===== config.mk =====
export PLATFORM = sky130hd
export DESIGN_NAME = bml_top
export DESIGN_NICKNAME = d
export VERILOG_FILES = /design/src/bml_sync.v /design/src/bml_top.v
export VERILOG_INCLUDE_DIRS = /design/src
export SDC_FILE = /design/constraint.sdc
export NUM_CORES = 1
export LEC_CHECK = 0
export ABC_AREA = 1
export BUFFER_PORTS_ARGS = -buffer_cell sky130_fd_sc_hd__buf_2
export CAP_MARGIN = 15
export CORE_MARGIN = 1.5
export CORE_UTILIZATION = 45
export DETAILED_ROUTE_END_ITERATION = 8
export GPL_TIMING_DRIVEN = 0
export PLACE_DENSITY = 0.78
export SKIP_LAST_GASP = 1
export SLEW_MARGIN = 5
export SYNTH_ARGS = -nofsm -noshare
export SYNTH_HDL_FRONTEND = slang
export SYNTH_SLANG_ARGS = --single-unit
export TNS_END_PERCENT = 100

===== constraint.sdc =====
create_clock -name mclk -period 1.7 [get_ports mclk]
set_clock_uncertainty 0.2 [all_clocks]
set_input_delay 0.255 -clock mclk [delete_from_list [all_inputs] [get_ports mclk]]
set_output_delay 0.255 -clock mclk [all_outputs]
set_load 0.05 [all_outputs]

===== src/bml_map.vh =====
/*
  bml_map.vh - constants for the bridge mode input logic: register
  offsets, field positions, reset values and mode codes.
  Assumes inclusion by bare name from the design files and the testbench.
*/
`ifndef BML_MAP_VH
`define BML_MAP_VH

// register byte offsets, one aligned 32-bit word each
`define BML_OFS_CTRL        4'h0
`define BML_OFS_STATUS      4'h4
`define BML_OFS_IRQ_STAT    4'h8
`define BML_OFS_IRQ_MASK    4'hC
`define BML_ADDR_W          4

// control register fields
`define BML_CTRL_HALT_BIT   0
`define BML_CTRL_RST        1'h0

// status register fields
`define BML_ST_MODE_LSB     0
`define BML_ST_MODE_MSB     2
`define BML_ST_RST_AB_BIT   3
`define BML_ST_RST_CD_BIT   4
`define BML_ST_LATCH_AB_BIT 5
`define BML_ST_LATCH_CD_BIT 6
`define BML_ST_RSVD_BIT     7
`define BML_ST_TRIP_LSB     8
`define BML_ST_TRIP_MSB     11
`define BML_ST_FAULT_BIT    12
`define BML_ST_WARN_BIT     13

// interrupt status / mask fields
`define BML_IRQ_W           4
`define BML_IRQ_LATCH_BIT   0
`define BML_IRQ_CBC_BIT     1
`define BML_IRQ_HOT_BIT     2
`define BML_IRQ_RSVD_BIT    3
`define BML_IRQ_RST         4'h0

// mode codes on {bit2, bit1, bit0}
`define BML_MODE_DUAL_CBC   3'h0
`define BML_MODE_DUAL_LATCH 3'h1
`define BML_MODE_PARALLEL   3'h2
`define BML_MODE_COMPL      3'h3
`define BML_MODE_RSVD_BIT   2

// axi responses
`define BML_RESP_OKAY       2'h0
`define BML_RESP_SLVERR     2'h2

// synchronised pin vector layout
`define BML_SY_W            16
`define BML_SY_PWM_LSB      0
`define BML_SY_PWM_MSB      3
`define BML_SY_RST_AB       4
`define BML_SY_RST_CD       5
`define BML_SY_MODE_LSB     6
`define BML_SY_MODE_MSB     8
`define BML_SY_OC_LSB       9
`define BML_SY_OC_MSB       12
`define BML_SY_HOT          13
`define BML_SY_FAULT        14
`define BML_SY_WARN         15
`define BML_SY_RST          16'h0000

`endif


===== src/bml_sync.v =====
/*
  bml_sync.v - two-flop synchroniser for a vector of unrelated pin levels.
  Assumes each bit is an independent level; no bus coherency is implied.
*/
`timescale 1ns/10ps
`default_nettype none

module bml_sync #(
  parameter WIDTH = 16,
  parameter [WIDTH-1:0] RST_VAL = {WIDTH{1'b0}}
) (
  // clock and reset
  input  wire             mclk,
  input  wire             reset,
  // pin levels in, synchronised levels out
  input  wire [WIDTH-1:0] async_in,
  output reg  [WIDTH-1:0] sync_out
);

  reg [WIDTH-1:0] meta_r;

  // first stage is read only by the second stage
  always @(posedge mclk) begin
    if (reset) begin
      meta_r   <= RST_VAL;
      sync_out <= RST_VAL;
    end else begin
      meta_r   <= async_in;
      sync_out <= meta_r;
    end
  end

endmodule // bml_sync

`default_nettype wire


===== src/bml_top.v =====
/*
  bml_top.v - logic-level input section of a dual full-bridge driver:
  routes four pulse inputs to four half-bridges, pair resets, mode
  decode with current-limit policy, open-drain fault and warning pins,
  and an AXI4-Lite register slave with a masked interrupt.
  Assumes all pins are asynchronous to mclk; overcurrent and
  overtemperature detectors are digital levels from the analog side.
*/
`timescale 1ns/10ps
`default_nettype none
`include "bml_map.vh"

module bml_top (
  // clock and reset
  input  wire        mclk,
  input  wire        reset,
  // pulse and pair reset pins
  input  wire [3:0]  pwm_in,
  input  wire        pair_one_reset_n,
  input  wire        pair_two_reset_n,
  // mode select pins
  input  wire        mode_sel_bit0,
  input  wire        mode_sel_bit1,
  input  wire        mode_sel_bit2,
  // detector levels from the power stage
  input  wire [3:0]  oc_detect,
  input  wire        hot_detect,
  // half-bridge commands
  output reg  [3:0]  hb_drive,
  output reg  [3:0]  hb_enable,
  // open-drain fault pin
  input  wire        fault_n_i,
  output reg         fault_n_o,
  output reg         fault_n_oe,
  // open-drain overtemperature warning pin
  input  wire        overheat_warn_n_i,
  output reg         overheat_warn_n_o,
  output reg         overheat_warn_n_oe,
  // axi4-lite write address and data
  input  wire [31:0] s_axi_awaddr,
  input  wire        s_axi_awvalid,
  output reg         s_axi_awready,
  input  wire [31:0] s_axi_wdata,
  input  wire [3:0]  s_axi_wstrb,
  input  wire        s_axi_wvalid,
  output reg         s_axi_wready,
  // axi4-lite write response
  output reg  [1:0]  s_axi_bresp,
  output reg         s_axi_bvalid,
  input  wire        s_axi_bready,
  // axi4-lite read
  input  wire [31:0] s_axi_araddr,
  input  wire        s_axi_arvalid,
  output reg         s_axi_arready,
  output reg  [31:0] s_axi_rdata,
  output reg  [1:0]  s_axi_rresp,
  output reg         s_axi_rvalid,
  input  wire        s_axi_rready,
  // interrupt
  output reg         irq
);

  // half-bridge demand for one pair from its two inputs under a mode
  function [1:0] pair_demand;
    input [2:0] mode;
    input       pwm_first;
    input       pwm_second;
    begin
      case (mode)
        `BML_MODE_DUAL_CBC,
        `BML_MODE_DUAL_LATCH: pair_demand = {pwm_second, pwm_first};
        `BML_MODE_PARALLEL:   pair_demand = {pwm_first, pwm_first};
        `BML_MODE_COMPL:      pair_demand = {~pwm_first, pwm_first};
        default:              pair_demand = 2'h0;
      endcase
    end
  endfunction

  // true where overcurrent is limited per cycle rather than latched
  function is_cbc;
    input [2:0] mode;
    begin
      is_cbc = (mode == `BML_MODE_DUAL_CBC) || (mode == `BML_MODE_PARALLEL) ||
               (mode == `BML_MODE_COMPL);
    end
  endfunction

  // synchronised pins
  wire [`BML_SY_W-1:0] sy;
  wire [3:0]           pwm_s;
  wire                 rst_ab_n_s;
  wire                 rst_cd_n_s;
  wire [2:0]           mode_s;
  wire [3:0]           oc_s;
  wire                 hot_s;

  bml_sync #(
    .WIDTH   (`BML_SY_W),
    .RST_VAL (`BML_SY_RST)
  ) u_sync (
    .mclk     (mclk),
    .reset    (reset),
    .async_in ({overheat_warn_n_i, fault_n_i, hot_detect, oc_detect,
                mode_sel_bit2, mode_sel_bit1, mode_sel_bit0,
                pair_two_reset_n, pair_one_reset_n, pwm_in}),
    .sync_out (sy)
  );

  assign pwm_s      = sy[`BML_SY_PWM_MSB:`BML_SY_PWM_LSB];
  assign rst_ab_n_s = sy[`BML_SY_RST_AB];
  assign rst_cd_n_s = sy[`BML_SY_RST_CD];
  assign mode_s     = sy[`BML_SY_MODE_MSB:`BML_SY_MODE_LSB];
  assign oc_s       = sy[`BML_SY_OC_MSB:`BML_SY_OC_LSB];
  assign hot_s      = sy[`BML_SY_HOT];

  // registers and protection state
  reg                   halt_r;
  reg  [`BML_IRQ_W-1:0] irq_stat_r;
  reg  [`BML_IRQ_W-1:0] irq_mask_r;
  reg  [3:0]            trip_r;
  reg                   latch_ab_r;
  reg                   latch_cd_r;
  reg  [3:0]            demand_d_r;
  reg                   hot_d_r;
  reg                   rsvd_d_r;
  reg                   latch_any_d_r;

  // combinational protection view
  wire [3:0] demand;
  wire [3:0] pair_run;
  wire       rsvd_mode;
  wire       cbc_mode;
  wire [3:0] new_cycle;
  wire [3:0] trip_set;
  wire       latch_any;
  wire       fault_now;

  assign rsvd_mode = mode_s[`BML_MODE_RSVD_BIT];
  assign cbc_mode  = is_cbc(mode_s);
  assign demand    = {pair_demand(mode_s, pwm_s[2], pwm_s[3]),
                      pair_demand(mode_s, pwm_s[0], pwm_s[1])};
  assign pair_run  = {{2{rst_cd_n_s}}, {2{rst_ab_n_s}}};
  assign new_cycle = demand & ~demand_d_r;
  assign trip_set  = oc_s & pair_run & {4{cbc_mode}};
  assign latch_any = latch_ab_r | latch_cd_r;
  assign fault_now = latch_any | rsvd_mode;

  // cycle-by-cycle limit: a tripped half stays off until its next
  // rising demand edge; a trip seen on that same edge wins
  always @(posedge mclk) begin
    if (reset) begin
      trip_r     <= 4'h0;
      demand_d_r <= 4'h0;
    end else begin
      trip_r     <= ((trip_r & ~new_cycle) | trip_set) & pair_run;
      demand_d_r <= demand;
    end
  end

  // latched shutdown per pair, cleared only by holding that pair's reset
  always @(posedge mclk) begin
    if (reset) begin
      latch_ab_r <= 1'b0;
      latch_cd_r <= 1'b0;
    end else begin
      if (!rst_ab_n_s)
        latch_ab_r <= 1'b0;
      else if ((mode_s == `BML_MODE_DUAL_LATCH) && (|oc_s[1:0]))
        latch_ab_r <= 1'b1;
      if (!rst_cd_n_s)
        latch_cd_r <= 1'b0;
      else if ((mode_s == `BML_MODE_DUAL_LATCH) && (|oc_s[3:2]))
        latch_cd_r <= 1'b1;
    end
  end

  // half-bridge outputs; a half in reset is disabled with both
  // switches off, which is the safe state on any doubt
  always @(posedge mclk) begin
    if (reset) begin
      hb_drive  <= 4'h0;
      hb_enable <= 4'h0;
    end else begin
      hb_enable <= pair_run & ~{{2{latch_cd_r}}, {2{latch_ab_r}}} &
                   {4{~rsvd_mode & ~halt_r}};
      hb_drive  <= demand & pair_run & ~trip_r & ~trip_set &
                   ~{{2{latch_cd_r}}, {2{latch_ab_r}}} &
                   {4{~rsvd_mode & ~halt_r}};
    end
  end

  // open-drain pins: data held low, enable pulls the line down
  always @(posedge mclk) begin
    if (reset) begin
      fault_n_o          <= 1'b0;
      fault_n_oe         <= 1'b0;
      overheat_warn_n_o  <= 1'b0;
      overheat_warn_n_oe <= 1'b0;
    end else begin
      fault_n_o          <= 1'b0;
      fault_n_oe         <= fault_now;
      overheat_warn_n_o  <= 1'b0;
      overheat_warn_n_oe <= hot_s;
    end
  end

  // interrupt events are rising edges of the protection conditions, but the current-limit event is set on every cycle a trip is seen
  wire [`BML_IRQ_W-1:0] irq_set;
  assign irq_set = {rsvd_mode & ~rsvd_d_r, hot_s & ~hot_d_r,
                    |trip_set, latch_any & ~latch_any_d_r};

  always @(posedge mclk) begin
    if (reset) begin
      hot_d_r       <= 1'b0;
      rsvd_d_r      <= 1'b0;
      latch_any_d_r <= 1'b0;
    end else begin
      hot_d_r       <= hot_s;
      rsvd_d_r      <= rsvd_mode;
      latch_any_d_r <= latch_any;
    end
  end

  // axi4-lite slave: one write and one read at a time
  reg                   aw_got_r;
  reg                   w_got_r;
  reg [`BML_ADDR_W-1:0] waddr_r;
  reg [31:0]            wdata_r;
  reg [3:0]             wstrb_r;
  wire                  do_write;
  wire                  aw_take;
  wire                  w_take;
  wire                  ar_take;

  assign aw_take  = s_axi_awvalid & s_axi_awready;
  assign w_take   = s_axi_wvalid & s_axi_wready;
  assign ar_take  = s_axi_arvalid & s_axi_arready;
  assign do_write = aw_got_r & w_got_r & ~s_axi_bvalid;

  // address and data are taken in either order; ready is a one-cycle
  // pulse so a second item cannot slip in before the response
  always @(posedge mclk) begin
    if (reset) begin
      s_axi_awready <= 1'b0;
      s_axi_wready  <= 1'b0;
      aw_got_r      <= 1'b0;
      w_got_r       <= 1'b0;
      waddr_r       <= {`BML_ADDR_W{1'b0}};
      wdata_r       <= 32'h00000000;
      wstrb_r       <= 4'h0;
    end else begin
      s_axi_awready <= s_axi_awvalid & ~s_axi_awready & ~aw_got_r & ~s_axi_bvalid;
      s_axi_wready  <= s_axi_wvalid & ~s_axi_wready & ~w_got_r & ~s_axi_bvalid;
      if (aw_take) begin
        aw_got_r <= 1'b1;
        waddr_r  <= s_axi_awaddr[`BML_ADDR_W-1:0];
      end else if (do_write) begin
        aw_got_r <= 1'b0;
      end
      if (w_take) begin
        w_got_r <= 1'b1;
        wdata_r <= s_axi_wdata;
        wstrb_r <= s_axi_wstrb;
      end else if (do_write) begin
        w_got_r <= 1'b0;
      end
    end
  end

  // write side effects and response; set wins over a same-cycle clear
  always @(posedge mclk) begin
    if (reset) begin
      halt_r       <= `BML_CTRL_RST;
      irq_mask_r   <= `BML_IRQ_RST;
      irq_stat_r   <= `BML_IRQ_RST;
      s_axi_bvalid <= 1'b0;
      s_axi_bresp  <= `BML_RESP_OKAY;
    end else begin
      if (do_write && wstrb_r[0] && (waddr_r == `BML_OFS_CTRL))
        halt_r <= wdata_r[`BML_CTRL_HALT_BIT];
      if (do_write && wstrb_r[0] && (waddr_r == `BML_OFS_IRQ_MASK))
        irq_mask_r <= wdata_r[`BML_IRQ_W-1:0];
      if (do_write && wstrb_r[0] && (waddr_r == `BML_OFS_IRQ_STAT))
        irq_stat_r <= (irq_stat_r & ~wdata_r[`BML_IRQ_W-1:0]) | irq_set;
      else
        irq_stat_r <= irq_stat_r | irq_set;
      if (do_write) begin
        s_axi_bvalid <= 1'b1;
        s_axi_bresp  <= (waddr_r[1:0] != 2'h0) || (waddr_r == `BML_OFS_STATUS) ?
                        `BML_RESP_SLVERR : `BML_RESP_OKAY;
      end else if (s_axi_bvalid && s_axi_bready) begin
        s_axi_bvalid <= 1'b0;
      end
    end
  end

  // read mux, unmapped words read zero with an error response
  reg [31:0] rd_word;
  reg        rd_err;
  always @* begin
    rd_word = 32'h00000000;
    rd_err  = 1'b0;
    case (s_axi_araddr[`BML_ADDR_W-1:0])
      `BML_OFS_CTRL:     rd_word[`BML_CTRL_HALT_BIT] = halt_r;
      `BML_OFS_STATUS: begin
        rd_word[`BML_ST_MODE_MSB:`BML_ST_MODE_LSB] = mode_s;
        rd_word[`BML_ST_RST_AB_BIT]   = rst_ab_n_s;
        rd_word[`BML_ST_RST_CD_BIT]   = rst_cd_n_s;
        rd_word[`BML_ST_LATCH_AB_BIT] = latch_ab_r;
        rd_word[`BML_ST_LATCH_CD_BIT] = latch_cd_r;
        rd_word[`BML_ST_RSVD_BIT]     = rsvd_mode;
        rd_word[`BML_ST_TRIP_MSB:`BML_ST_TRIP_LSB] = trip_r;
        rd_word[`BML_ST_FAULT_BIT]    = sy[`BML_SY_FAULT];
        rd_word[`BML_ST_WARN_BIT]     = sy[`BML_SY_WARN];
      end
      `BML_OFS_IRQ_STAT: rd_word[`BML_IRQ_W-1:0] = irq_stat_r;
      `BML_OFS_IRQ_MASK: rd_word[`BML_IRQ_W-1:0] = irq_mask_r;
      default:           rd_err = 1'b1;
    endcase
  end

  // read channel: data is captured at the address handshake
  always @(posedge mclk) begin
    if (reset) begin
      s_axi_arready <= 1'b0;
      s_axi_rvalid  <= 1'b0;
      s_axi_rdata   <= 32'h00000000;
      s_axi_rresp   <= `BML_RESP_OKAY;
    end else begin
      s_axi_arready <= s_axi_arvalid & ~s_axi_arready & ~s_axi_rvalid;
      if (ar_take) begin
        s_axi_rvalid <= 1'b1;
        s_axi_rdata  <= rd_word;
        s_axi_rresp  <= rd_err ? `BML_RESP_SLVERR : `BML_RESP_OKAY;
      end else if (s_axi_rvalid && s_axi_rready) begin
        s_axi_rvalid <= 1'b0;
      end
    end
  end

  // level interrupt, registered so the pin never glitches
  always @(posedge mclk) begin
    if (reset)
      irq <= 1'b0;
    else
      irq <= |(irq_stat_r & irq_mask_r);
  end

endmodule // bml_top

`default_nettype wire


==> flow_metrics.env <==
export IMPL_synth_largest_area_cell="dfxtp_1"
export IMPL_dieArea_um2=8487
export IMPL_clk_pin_slew_ps=80
export IMPL_cts_sinks=94
export IMPL_core_area_um2=7727
export IMPL_crit_type="in2reg"
export IMPL_cp_max_fo=10
export IMPL_worstHoldPathType="in2reg"
export IMPL_syn_to_final_growth_pct=28.91
export IMPL_hold_viol=0
export IMPL_post_cts_setup_buffers=0
export IMPL_numCtsBuffers=9
export IMPL_critPathCaptureType="flop"
export IMPL_yosys_cell_types_count=28
export IMPL_synth_top_area_share=0.5264
export IMPL_cap_violations=0
export IMPL_rsz0062_at_grt="false"
export IMPL_place_hpwl_um=5678
export IMPL_grt_pass1_wl_um=12720
export IMPL_status="finished clean"
export IMPL_grt_util_all_layers=0.1929
export IMPL_worstPathRequired_ps=1750
export IMPL_antenna_cells=0
export IMPL_drc=0
export IMPL_grt_max_degree=15
export IMPL_final_nets=691
export IMPL_yosys_warnings=0
export IMPL_numPortBuffers=67
export IMPL_finalCritPeriodShare=0.9249
export IMPL_viasPerCell=4.526
export IMPL_drt_iter0_drc=169
export IMPL_grt_pass1_vias=2897
export IMPL_wirelength_um=7752
export IMPL_ant_nets=0
export IMPL_rows=32
export IMPL_final_common_cell="dfxtp_1"
export IMPL_ff_latch_area_um2=1882
export IMPL_post_place_cells=631
export IMPL_tns_ps=0
export IMPL_cts_resized=0
export IMPL_num_fill_cells=696
export IMPL_finalPower_uw=4413
export IMPL_die_w_um=92.13
export IMPL_synth_area_leaders="dfxtp_1, inv_1, nand2_1, nor2_1, buf_4"
export IMPL_h_tree_depth=3
export IMPL_final_max_slew_viol_count=0
export IMPL_grt_overflow=0
export IMPL_antenna_found_initial=0
export IMPL_leakage_uw=0.002171
export IMPL_synthCells=441
export IMPL_ys_seq_area_frac=0.5264
export IMPL_cp_arrival_ps=1620
export IMPL_ys_ff_latch=94
export IMPL_cts_root_buf="clkbuf_8"
export IMPL_ioPinCount=177
export IMPL_start_util=0.4626
export IMPL_power_density_nw_per_um2=957.7
export IMPL_min_period_ps=1572
export IMPL_finalSetupViolCount=0
export IMPL_die_h_um=92.13
export IMPL_vias=3055
export IMPL_clock_latency_ps=360
export IMPL_cts_tree="built"
export IMPL_final_cell_mix="dfxtp_1, buf_2, inv_1"
export IMPL_place_gp_congestion=0.8595
export IMPL_syn_avg_cell_area_um2=8.106
export IMPL_drive_gt1_frac=0.2618
export IMPL_synth_area_um2=3575
export IMPL_stdcell_count=675
export IMPL_multiInputGateArea_um2=1249
export IMPL_vdd_drop_max_mv=0.4034
export IMPL_avgRoutedWirePerCell_um=11.48
export IMPL_dr_pass1_iters=4
export IMPL_cts_max_path_buffers=2
export IMPL_critPathLaunchType="input pin"
export IMPL_fmax_ghz=0.6360
## stage by stage
| stage | hold slack, ps | area (µm²) | util | setup WS [ps] |
|---|---|---|---|---|
| finish | 31.90 | 4608 | 0.5963 | 127.6 |
| global route | 48.57 | 4608 | 0.5963 | 56.29 |
| CTS | 14.83 | 4608 | 0.5963 | 142.9 |
| detailed placement | 194.1 | 4116 | 0.5327 | 275.7 |
| global placement | 192.7 | 4116 | 0.5327 | 282.4 |
| floorplan | 162.0 | 3654 | - | 85.60 |
## critical path, cell delays in order
cell	delay, ps
dlygate4sd3_1	530
buf_2	130
nand2_1	200
inv_2	90
buf_2	180
o21ai_0	180
a21oi_1	60
## logic make-up after synthesis
| family | after synthesis | synth area share |
|---|---|---|
| other | 1 | 0.001049 |
| flip-flops | 94 | 0.5264 |
| buffers and inverters | 111 | 0.1463 |
| AO/OA/AOI/OAI | 77 | 0.1215 |
| AND/OR/NAND/NOR | 158 | 0.2048 |
## state kept, by name, indices dropped and copies added (netlist names), 2 cells and up
signal and flops:
s_axi_rdata 14, irq_stat_r 4, hb_enable 2, waddr_r 4, u_sync.meta_r 16, wdata_r 4
demand_d_r 4, u_sync.sync_out 16, irq_mask_r 4, hb_drive 4, trip_r 4
## metal layers
metal / GRT usage / vias up / wire length [µm]
li1: - / 1580 / -
met5: 0 / - / 0
met2: 0.3272 / 106 / 3673
met3: 0.05804 / 14 / 457
met4: 0.09744 / 0 / 167
met1: 0.2188 / 1355 / 3453
## Yosys cell counts, drive strengths merged
| cell | count |
|---|---|
| dfxtp | 94 |
| inv | 76 |
| nor2 | 62 |
| nand2 | 60 |
| a21oi | 41 |
| buf | 35 |
| o21ai | 31 |
| nand3 | 23 |
| nor3 | 4 |
| nor3b | 3 |
| nor4 | 3 |
| o22ai | 3 |
| nand3b | 2 |
| a41oi | 1 |
| conb | 1 |
| nand4 | 1 |
| o211ai | 1 |
## what timing repair did
item,in CTS,in global routing
hold buffers,28,0
hold endpoints to repair,28,0
endpoints found under the setup margin,0,0
## power by group
group | total (µW) | internal, µW | leakage, µW | switching, µW
sequential | 2320 | 2280 | 0.000768 | 43.4
combinational | 558 | 189 | 0.00130 | 369
clock | 1530 | 805 | 0.000107 | 728
## cell type report
class / instances / share of cell area
inverters: 76 / 0.06191
plain buffers: 35 / 0.05159
clock buffers: 14 / 0.03747
repair buffers: 95 / 0.1336
clock inverters: 2 / 0.008417
multi-input cells: 257 / 0.2710
well taps: 102 / 0.02769
flip-flops and latches: 94 / 0.4084
## final timing paths
| check | start | end | slack (ps) | cells after the start |
|---|---|---|---|---|
| setup / recovery | s_axi_arvalid | s_axi_rdata[9] | 130 | 7 |
| setup reg to reg | u_sync.sync_out[7] | hb_drive[3] | 290 | 4 |
| hold reg to reg | u_sync.meta_r[10] | u_sync.sync_out[10] | 200 | 2 |
| hold / removal | s_axi_wstrb[0] | wstrb_r[0] | 30 | 3 |
No activity file was read; power rests on OpenSTA's default activity.
